--- config.mk ---
export PLATFORM = sky130hd
export DESIGN_NAME = afm_top
export DESIGN_NICKNAME = d
export VERILOG_FILES = /design/src/design/afm_pkg.sv /design/src/design/afm_top.sv /design/src/design/afm_flag.sv
export SDC_FILE = /design/constraint.sdc
export NUM_CORES = 1
export LEC_CHECK = 0
export BUFFER_PORTS_ARGS = -buffer_cell sky130_fd_sc_hd__clkbuf_2
export CAP_MARGIN = 0
export CORE_AREA = 2 2 114 116
export CTS_CLUSTER_DIAMETER = 30
export DETAILED_ROUTE_END_ITERATION = 8
export DIE_AREA = 0 0 116 118
export GPL_TIMING_DRIVEN = 0
export PLACE_DENSITY = 0.68
export SLEW_MARGIN = 20
export SYNTH_ARGS = -nofsm -noshare
export SYNTH_HDL_FRONTEND = slang
export SYNTH_SLANG_ARGS = --single-unit
--- constraint.sdc ---
create_clock -name sys_clk -period 2.4 [get_ports sys_clk]
set_input_delay 0.24 -clock sys_clk [delete_from_list [all_inputs] [get_ports sys_clk]]
set_output_delay 0.24 -clock sys_clk [all_outputs]
set_load 0.01 [all_outputs]
--- src/design/afm_pkg.sv ---
// constants and register layout for the converter flag merge and startup block
package afm_pkg;
   localparam int unsigned NUM_CH = 12;
   // byte addresses
   localparam logic [11:0] FLAGS_OFS = 12'h068;
   localparam logic [11:0] STARTUP_OFS = 12'h06C;
   localparam logic [11:0] IRQ_EN_OFS = 12'h064;
   localparam logic [11:0] RES_A_OFS = 12'h010;
   localparam logic [11:0] RES_B_OFS = 12'h014;
   localparam logic [11:0] CTRL_OFS = 12'h000;
   localparam logic [11:0] STATUS_OFS = 12'h074;
   // flag register fields
   localparam int unsigned OVR_LSB = 12;
   localparam int unsigned SEQA_OVR_BIT = 24;
   localparam int unsigned SEQB_OVR_BIT = 25;
   localparam int unsigned SUM_A_BIT = 28;
   localparam int unsigned SUM_B_BIT = 29;
   localparam int unsigned SUM_THR_BIT = 30;
   localparam int unsigned SUM_OVR_BIT = 31;
   // startup fields
   localparam int unsigned ENA_BIT = 0;
   localparam int unsigned INIT_BIT = 1;
   // interrupt enable fields
   localparam int unsigned IE_SEQA_BIT = 0;
   localparam int unsigned IE_SEQB_BIT = 1;
   localparam int unsigned IE_THR_LSB = 3;
   localparam int unsigned IE_OVR_BIT = 2;
   // control fields (own register)
   localparam int unsigned CTL_MODE_A_BIT = 0;
   localparam int unsigned CTL_MODE_B_BIT = 1;
   localparam int unsigned CTL_SKIP_BIT = 2;
   // reset values
   localparam logic [31:0] STARTUP_RST = 32'h0000_0000;
   localparam logic [31:0] IRQ_EN_RST = 32'h0000_0000;
   // timing
   localparam int unsigned CLK_MHZ = 20;
   localparam int unsigned POWERUP_WAIT_US = 10;
   localparam int unsigned POWERUP_WAIT_CYC = POWERUP_WAIT_US * CLK_MHZ;
   localparam logic [3:0] DUMMY_CYC = 4'h6;
   typedef enum logic [1:0] {AFM_IDLE, AFM_RELOAD, AFM_DUMMY} afm_init_e;
endpackage : afm_pkg

--- src/design/afm_top.sv ---
// flag merge and startup control for the converter
`timescale 1ns/1ps
`default_nettype none
module afm_top
   import afm_pkg::*;
(
   // clock and reset
   input wire logic sys_clk,
   input wire logic rst,
   // apb slave
   input wire logic psel,
   input wire logic penable,
   input wire logic pwrite,
   input wire logic [11:0] paddr,
   input wire logic [31:0] pwdata,
   output logic [31:0] prdata,
   output logic pready,
   output logic pslverr,
   // conversion core events, one-cycle pulses
   input wire logic seq_a_conv_done,
   input wire logic seq_b_conv_done,
   input wire logic seq_a_pass_done,
   input wire logic seq_b_pass_done,
   input wire logic seq_a_overrun,
   input wire logic seq_b_overrun,
   input wire logic [NUM_CH-1:0] ch_overrun_set,
   input wire logic [NUM_CH-1:0] ch_result_read,
   input wire logic [2*NUM_CH-1:0] ch_threshold_hit,
   input wire logic trim_done,
   input wire logic dummy_done,
   // power (pin domain)
   input wire logic converter_powered,
   // core control
   output logic converter_enable,
   output logic dummy_start,
   output logic trim_reload,
   output logic trim_needed_status,
   // interrupts and dma
   output logic seq_a_irq,
   output logic seq_b_irq,
   output logic thr_ovr_irq,
   output logic seq_a_dma,
   output logic seq_b_dma
);
   // ------------------------------------------------------------
   // power pin synchroniser
   // ------------------------------------------------------------
   logic [2:0] pwr_q;
   logic [2:0] pwr_d;
   logic pwr_lvl_q;
   logic pwr_lvl_d;

   always_comb begin
      pwr_d = {pwr_q[1:0], converter_powered};
      pwr_lvl_d = pwr_lvl_q;
      // change counted once stages two and three agree
      if (pwr_q[1] == pwr_q[2]) begin
         pwr_lvl_d = pwr_q[2];
      end
   end

   always_ff @(posedge sys_clk) begin
      if (rst) begin
         pwr_q <= 3'h0;
         pwr_lvl_q <= 1'b0;
      end else begin
         pwr_q <= pwr_d;
         pwr_lvl_q <= pwr_lvl_d;
      end
   end

   // ------------------------------------------------------------
   // apb decode
   // ------------------------------------------------------------
   logic acc;
   logic wr;
   logic rd;
   assign acc = psel && penable;
   assign wr = acc && pwrite && pready;
   assign rd = acc && !pwrite && pready;

   function automatic logic hit(input logic [11:0] a, input logic [11:0] o);
      hit = (a[11:2] == o[11:2]);
   endfunction : hit

   logic wr_flags;
   logic wr_start;
   logic rd_gdat_a;
   logic rd_gdat_b;
   assign wr_flags = wr && hit(paddr, FLAGS_OFS);
   assign wr_start = wr && hit(paddr, STARTUP_OFS);
   assign rd_gdat_a = rd && hit(paddr, RES_A_OFS);
   assign rd_gdat_b = rd && hit(paddr, RES_B_OFS);

   // ------------------------------------------------------------
   // software registers
   // ------------------------------------------------------------
   logic [31:0] irq_en_q;
   logic [31:0] irq_en_d;
   logic [2:0] ctl_q;
   logic [2:0] ctl_d;
   logic mode_a;
   logic mode_b;
   assign mode_a = ctl_q[CTL_MODE_A_BIT];
   assign mode_b = ctl_q[CTL_MODE_B_BIT];

   always_comb begin
      irq_en_d = irq_en_q;
      ctl_d = ctl_q;
      if (wr && hit(paddr, IRQ_EN_OFS)) begin
         irq_en_d = pwdata;
      end
      if (wr && hit(paddr, CTRL_OFS)) begin
         ctl_d = pwdata[2:0];
      end
   end

   always_ff @(posedge sys_clk) begin
      if (rst) begin
         irq_en_q <= IRQ_EN_RST;
         ctl_q <= 3'h0;
      end else begin
         irq_en_q <= irq_en_d;
         ctl_q <= ctl_d;
      end
   end

   // ------------------------------------------------------------
   // per-channel flags
   // ------------------------------------------------------------
   logic [NUM_CH-1:0] thr_flag;
   logic [NUM_CH-1:0] ovr_flag;
   logic [NUM_CH-1:0] thr_set;

   genvar g;
   generate
      for (g = 0; g < NUM_CH; g++) begin : g_ch
         // each comparison type enabled on its own
         assign thr_set[g] =
            (ch_threshold_hit[2*g] && irq_en_q[IE_THR_LSB+2*g]) ||
            (ch_threshold_hit[2*g+1] && irq_en_q[IE_THR_LSB+2*g+1]);
         afm_flag u_thr (
            .sys_clk(sys_clk),
            .rst(rst),
            .set_i(thr_set[g]),
            .clr_i(wr_flags && pwdata[g]),
            .flag_o(thr_flag[g])
         );
         afm_flag u_ovr (
            .sys_clk(sys_clk),
            .rst(rst),
            .set_i(ch_overrun_set[g]),
            .clr_i(ch_result_read[g]),
            .flag_o(ovr_flag[g])
         );
      end
   endgenerate

   // ------------------------------------------------------------
   // global result flags
   // ------------------------------------------------------------
   logic valid_a;
   logic valid_b;
   logic gov_a;
   logic gov_b;
   logic pass_a;
   logic pass_b;

   afm_flag u_va (
      .sys_clk(sys_clk),
      .rst(rst),
      .set_i(seq_a_conv_done),
      .clr_i(rd_gdat_a),
      .flag_o(valid_a)
   );
   afm_flag u_vb (
      .sys_clk(sys_clk),
      .rst(rst),
      .set_i(seq_b_conv_done),
      .clr_i(rd_gdat_b),
      .flag_o(valid_b)
   );
   afm_flag u_oa (
      .sys_clk(sys_clk),
      .rst(rst),
      .set_i(seq_a_overrun),
      .clr_i(rd_gdat_a),
      .flag_o(gov_a)
   );
   afm_flag u_ob (
      .sys_clk(sys_clk),
      .rst(rst),
      .set_i(seq_b_overrun),
      .clr_i(rd_gdat_b),
      .flag_o(gov_b)
   );
   afm_flag u_pa (
      .sys_clk(sys_clk),
      .rst(rst),
      .set_i(seq_a_pass_done && mode_a),
      .clr_i(wr_flags && pwdata[SUM_A_BIT]),
      .flag_o(pass_a)
   );
   afm_flag u_pb (
      .sys_clk(sys_clk),
      .rst(rst),
      .set_i(seq_b_pass_done && mode_b),
      .clr_i(wr_flags && pwdata[SUM_B_BIT]),
      .flag_o(pass_b)
   );

   // ------------------------------------------------------------
   // summary flags
   // ------------------------------------------------------------
   logic sum_a;
   logic sum_b;
   logic sum_thr;
   logic sum_ovr;
   assign sum_a = mode_a ? pass_a : valid_a;
   assign sum_b = mode_b ? pass_b : valid_b;
   assign sum_thr = |thr_flag;
   assign sum_ovr = (|ovr_flag) || (gov_a && !mode_a) ||
      (gov_b && !mode_b);

   // ------------------------------------------------------------
   // startup control
   // ------------------------------------------------------------
   logic ena_q;
   logic ena_d;
   logic init_q;
   logic init_d;
   logic trimmed_q;
   logic trimmed_d;
   logic [3:0] dcnt_q;
   logic [3:0] dcnt_d;
   logic reload_d;
   afm_init_e st_q;
   afm_init_e st_d;

   always_comb begin
      ena_d = ena_q;
      init_d = init_q;
      trimmed_d = trimmed_q;
      st_d = st_q;
      dcnt_d = dcnt_q;
      reload_d = 1'b0;
      // setting only; zeros written do nothing
      if (wr_start && pwdata[ENA_BIT]) begin
         ena_d = 1'b1;
      end
      if (trim_done) begin
         trimmed_d = 1'b1;
      end
      case (st_q)
         AFM_IDLE: begin
            // init ignored unless already enabled
            if (wr_start && pwdata[INIT_BIT] && ena_q) begin
               init_d = 1'b1;
               reload_d = !ctl_q[CTL_SKIP_BIT];
               st_d = AFM_DUMMY;
               dcnt_d = DUMMY_CYC;
            end
         end
         AFM_DUMMY: begin
            // core end or local count, whichever first
            if (dummy_done || dcnt_q == 4'h1) begin
               init_d = 1'b0;
               st_d = AFM_IDLE;
            end else begin
               dcnt_d = dcnt_q - 4'h1;
            end
         end
         default: begin
            st_d = AFM_IDLE;
         end
      endcase
      if (!pwr_lvl_q) begin
         ena_d = 1'b0;
         init_d = 1'b0;
         trimmed_d = 1'b0;
         st_d = AFM_IDLE;
      end
   end

   always_ff @(posedge sys_clk) begin
      if (rst) begin
         ena_q <= STARTUP_RST[ENA_BIT];
         init_q <= STARTUP_RST[INIT_BIT];
         trimmed_q <= 1'b0;
         st_q <= AFM_IDLE;
         dcnt_q <= 4'h0;
         trim_reload <= 1'b0;
      end else begin
         ena_q <= ena_d;
         init_q <= init_d;
         trimmed_q <= trimmed_d;
         st_q <= st_d;
         dcnt_q <= dcnt_d;
         trim_reload <= reload_d;
      end
   end

   // ------------------------------------------------------------
   // read mux and registered outputs
   // ------------------------------------------------------------
   logic [31:0] rdata_d;
   always_comb begin
      rdata_d = 32'h0000_0000;
      if (hit(paddr, FLAGS_OFS)) begin
         rdata_d[NUM_CH-1:0] = thr_flag;
         rdata_d[OVR_LSB +: NUM_CH] = ovr_flag;
         rdata_d[SEQA_OVR_BIT] = gov_a;
         rdata_d[SEQB_OVR_BIT] = gov_b;
         rdata_d[SUM_A_BIT] = sum_a;
         rdata_d[SUM_B_BIT] = sum_b;
         rdata_d[SUM_THR_BIT] = sum_thr;
         rdata_d[SUM_OVR_BIT] = sum_ovr;
      end else if (hit(paddr, STARTUP_OFS)) begin
         rdata_d[ENA_BIT] = ena_q;
         rdata_d[INIT_BIT] = init_q;
      end else if (hit(paddr, IRQ_EN_OFS)) begin
         rdata_d = irq_en_q;
      end else if (hit(paddr, CTRL_OFS)) begin
         rdata_d[2:0] = ctl_q;
      end else if (hit(paddr, STATUS_OFS)) begin
         rdata_d[0] = !trimmed_q && !ctl_q[CTL_SKIP_BIT];
      end else if (hit(paddr, RES_A_OFS)) begin
         rdata_d[31] = valid_a;
         rdata_d[30] = gov_a;
      end else if (hit(paddr, RES_B_OFS)) begin
         rdata_d[31] = valid_b;
         rdata_d[30] = gov_b;
      end
   end

   logic mapped;
   assign mapped = hit(paddr, FLAGS_OFS) || hit(paddr, STARTUP_OFS) ||
      hit(paddr, IRQ_EN_OFS) || hit(paddr, CTRL_OFS) ||
      hit(paddr, STATUS_OFS) || hit(paddr, RES_A_OFS) ||
      hit(paddr, RES_B_OFS);

   // one wait state; writes and read clears land once, with pready
   logic rdy_d;
   assign rdy_d = psel && penable && !pready;

   always_ff @(posedge sys_clk) begin
      if (rst) begin
         prdata <= 32'h0000_0000;
         pready <= 1'b0;
         pslverr <= 1'b0;
         converter_enable <= 1'b0;
         dummy_start <= 1'b0;
         trim_needed_status <= 1'b0;
         seq_a_irq <= 1'b0;
         seq_b_irq <= 1'b0;
         thr_ovr_irq <= 1'b0;
         seq_a_dma <= 1'b0;
         seq_b_dma <= 1'b0;
      end else begin
         prdata <= psel ? rdata_d : 32'h0000_0000;
         pready <= rdy_d;
         pslverr <= rdy_d && !mapped;
         converter_enable <= ena_d;
         dummy_start <= init_d;
         trim_needed_status <= !trimmed_d && !ctl_d[CTL_SKIP_BIT];
         seq_a_irq <= sum_a && irq_en_q[IE_SEQA_BIT];
         seq_b_irq <= sum_b && irq_en_q[IE_SEQB_BIT];
         // threshold needs no extra gate: events already enabled
         thr_ovr_irq <= sum_thr ||
            (sum_ovr && irq_en_q[IE_OVR_BIT]);
         seq_a_dma <= sum_a;
         seq_b_dma <= sum_b;
      end
   end
endmodule : afm_top
`default_nettype wire

--- src/design/afm_flag.sv ---
// one sticky flag cell: set wins over clear
`timescale 1ns/1ps
`default_nettype none
module afm_flag
   import afm_pkg::*;
(
   // clock and reset
   input wire logic sys_clk,
   input wire logic rst,
   // control
   input wire logic set_i,
   input wire logic clr_i,
   // state
   output logic flag_o
);
   logic flag_q;
   logic flag_d;

   always_comb begin
      flag_d = flag_q;
      if (clr_i) begin
         flag_d = 1'b0;
      end
      if (set_i) begin
         flag_d = 1'b1;
      end
   end

   always_ff @(posedge sys_clk) begin
      if (rst) begin
         flag_q <= 1'b0;
      end else begin
         flag_q <= flag_d;
      end
   end

   assign flag_o = flag_q;
endmodule : afm_flag
`default_nettype wire

==> flow_summary_export.csv <==
group,metric,value,unit
status,status,"complete, no violations",
yosys,yosys_register_bits,117,
clock_network,worstSkewPairLatency,0.41,ns
clock_network,post_cts_buffers,0,
detailed_routing,dr.pass1.iters,5,
detailed_routing,final_antenna_net_count,0,
detailed_routing,wire_per_inst,16.6,um
layout,drive_gt1_frac,0.304,
worst_setup_path,timing.critical_path.fanout_max,10,
hold_path,hold_depth,3,
layout,final_nets,765,
timing,fin_crit_sh,0.755,
timing,max_slew_margin,0.561,
yosys,synthCells,493,
global_route,grt_pass1_wl,22.1,mm
power_and_ir_drop,leakagePower,2.79,nW
clock_network,cts.path.max_buffers,2,
layout,syn2layout_area_growth,30.5,%
timing,finClkSkew,0.00695,ns
yosys,synth_top_area_frac,0.476,
floorplan,die-area,13700,sq um
worst_setup_path,worst_ep_arrival_time,2.15,ns
yosys,synth.distinct_cells,57,
power_and_ir_drop,ir_worst_vdd,512,uV
worst_setup_path,critPathRequiredTime,2.74,ns
timing,tightest_slew,0.653,ns
placement,hpwlAfterDp,10.7,mm
global_route,antenna_found_initial,0,
worst_setup_path,critPathLaunchType,"input port",
placement,gp_congestion,0.869,
global_route,grt.overflow.total,0,
yosys,yosys-top-cells-area,"dfxtp_1 48%, nand2b_1 9.3%, mux2i_1 7.9%",
yosys,synth_warnings,0,
placement,place_area,5860,sq um
run,cap_violations,0,
floorplan,start_util,0.396,
yosys,synth_area,4920,sq um
floorplan,num_rows,41,
layout,n_antenna_cell,0,
layout,fin_area,6420,sq um
worst_setup_path,crit_path_end_kind,"flop",
clock_network,cts_tree,"done",
yosys,synth_top_cell_by_area,"dfxtp_1",
floorplan,fp.dieW,116,um
worst_setup_path,reg2reg_depth,6,
detailed_routing,routed_wl,14.0,mm
yosys,yosysMostFrequentCell,"dfxtp_1",
yosys,syn_area_per_cell,9.98,sq um
clock_network,clock_sinks,117,
clock_network,cts_buffers,17,
timing,period_needed,1.81,ns
clock_network,cts_hold_buf,0,
global_route,grt_start_max_net_pins,17,
floorplan,die_h,118,um
global_route,grt_pass1_vias,4297,
floorplan,io_pins,149,
clock_network,htree_levels,4,
global_route,grtUsageTotal,0.212,
worst_setup_path,path_class,"in -> reg",
timing,slew_violations,0,
yosys,seq_area_frac_synth,0.476,
detailed_routing,drtIter0Drc,257,
clock_network,cts.repair.resized,0,
detailed_routing,drc,0,
yosys,ys.flop_type,"dfxtp_1",
timing,fin_tns_setup,0,ns
detailed_routing,vias_per_cell,5.07,
detailed_routing,vias,4271,
clock_network,cts.clk_slew.worst_paths,0.05,ns
yosys,synth_edf_count,0,
power_and_ir_drop,power.density,725,nW/um^2
floorplan,core_area,12400,sq um
hold_path,hp-class,"in -> reg",
timing,clock.fmax,0.552,GHz
yosys,synth_nets,601,
yosys,synth_commonest_cells,"117 x dfxtp_1, 73 x nand2b_1, 39 x mux2i_1, 38 x inv_1, 34 x a21oi_1",
yosys,synthArstFlopShare,0,
placement,portBuffers,145,
timing,hold_viol_final,0,
timing,finalSetupViolations,0,
timing,rsz0062_at_grt,"false",
clock_network,cts-root-buf,"clkbuf_16",
[metal layers]
layer  part of all wire  global-route usage
met1               0.44               0.279
met4              0.024              0.0737
met5                  0                   0
met2               0.48               0.339
met3              0.056              0.0505
[logic make-up (layout without fill, tap and decap cells)]
kind of cell	count (synthesis)	after routing	synth area share
buf+inv	65	242	0.0682
compound gates	112	112	0.169
fa+ha+maj	2	2	0.00509
mux	40	40	0.0817
flops	117	117	0.476
simple gates	156	156	0.198
xor+xnor	1	1	0.00178
[worst max-delay path, cell delays in order]
cell      delay (ns)
clkbuf_2        0.08
or4_4           0.54
or4b_4          0.53
buf_6           0.18
nor2_8          0.19
buf_12          0.18
mux2i_1         0.19
[cells in the final DEF (no fill, tap or decap), types with 8 or more instances in the layout]
master,n
clkbuf_1,18
clkbuf_16,17
a22oi_1,12
a22o_1,23
a21oi_1,34
nor3_1,8
mux2i_1,39
clkbuf_2,145
inv_1,38
o31ai_2,9
nand2b_1,73
nor2_1,23
dfxtp_1,117
nand2_1,8
[final timing paths]
check | start | endpoint | slack [ns]
max | paddr[11] | irq_en_q[1]$_SDFFE_PP0P_ | 0.59
min | ch_overrun_set[4] | g_ch[4].u_ovr.flag_o$_SDFFE_PP0P_ | 0.04
max reg2reg | pready$_SDFF_PP0_ | irq_en_q[1]$_SDFFE_PP0P_ | 0.63
min reg2reg | pwr_q[2]$_SDFF_PP0_ | pwr_lvl_q$_SDFFE_PP0N_ | 0.46
[power by group]
group	leakage (nW)	internal, W	switching [W]	total (W)
registers	0.949	0.00197	0.0000211	0.00199
logic	1.56	0.000124	0.000132	0.000256
clock network	0.277	0.00154	0.000866	0.00241
[cell type report]
type                            count  area [sq um]
Fill cell                        1184          5990
Multi-Input combinational cell    311          2240
Inverter                           38           143
Clock buffer                       22           454
Timing Repair Buffer              145           726
Tap cell                          172           215
Buffer                             27           193
Clock inverter                     10           106
Sequential cell                   117          2340
[per-stage QoR]
stage	utilization	cells	setup slack, ns	total power (W)	hold slack (ns)
after CTS	0.517	842	0.590	0.00468	0.0345
after global routing	0.517	842	0.528	0.00481	0.0501
after floorplan	-	493	0.406	0.00214	0.357
after detailed placement	0.472	810	0.161	0.00229	0.445
final	0.517	842	0.589	0.00466	0.0355
after global placement	0.472	810	0.219	0.00228	0.426
[registers in the layout, summed over array words and instances, names as in the netlist, 3 cells and up]
name	count
g_ch.u_ovr.flag_o	12
dcnt_q	4
g_ch.u_thr.flag_o	12
pwr_q	3
prdata	32
irq_en_q	32
ctl_q	3
No activity file was read; power rests on OpenSTA's default activity.
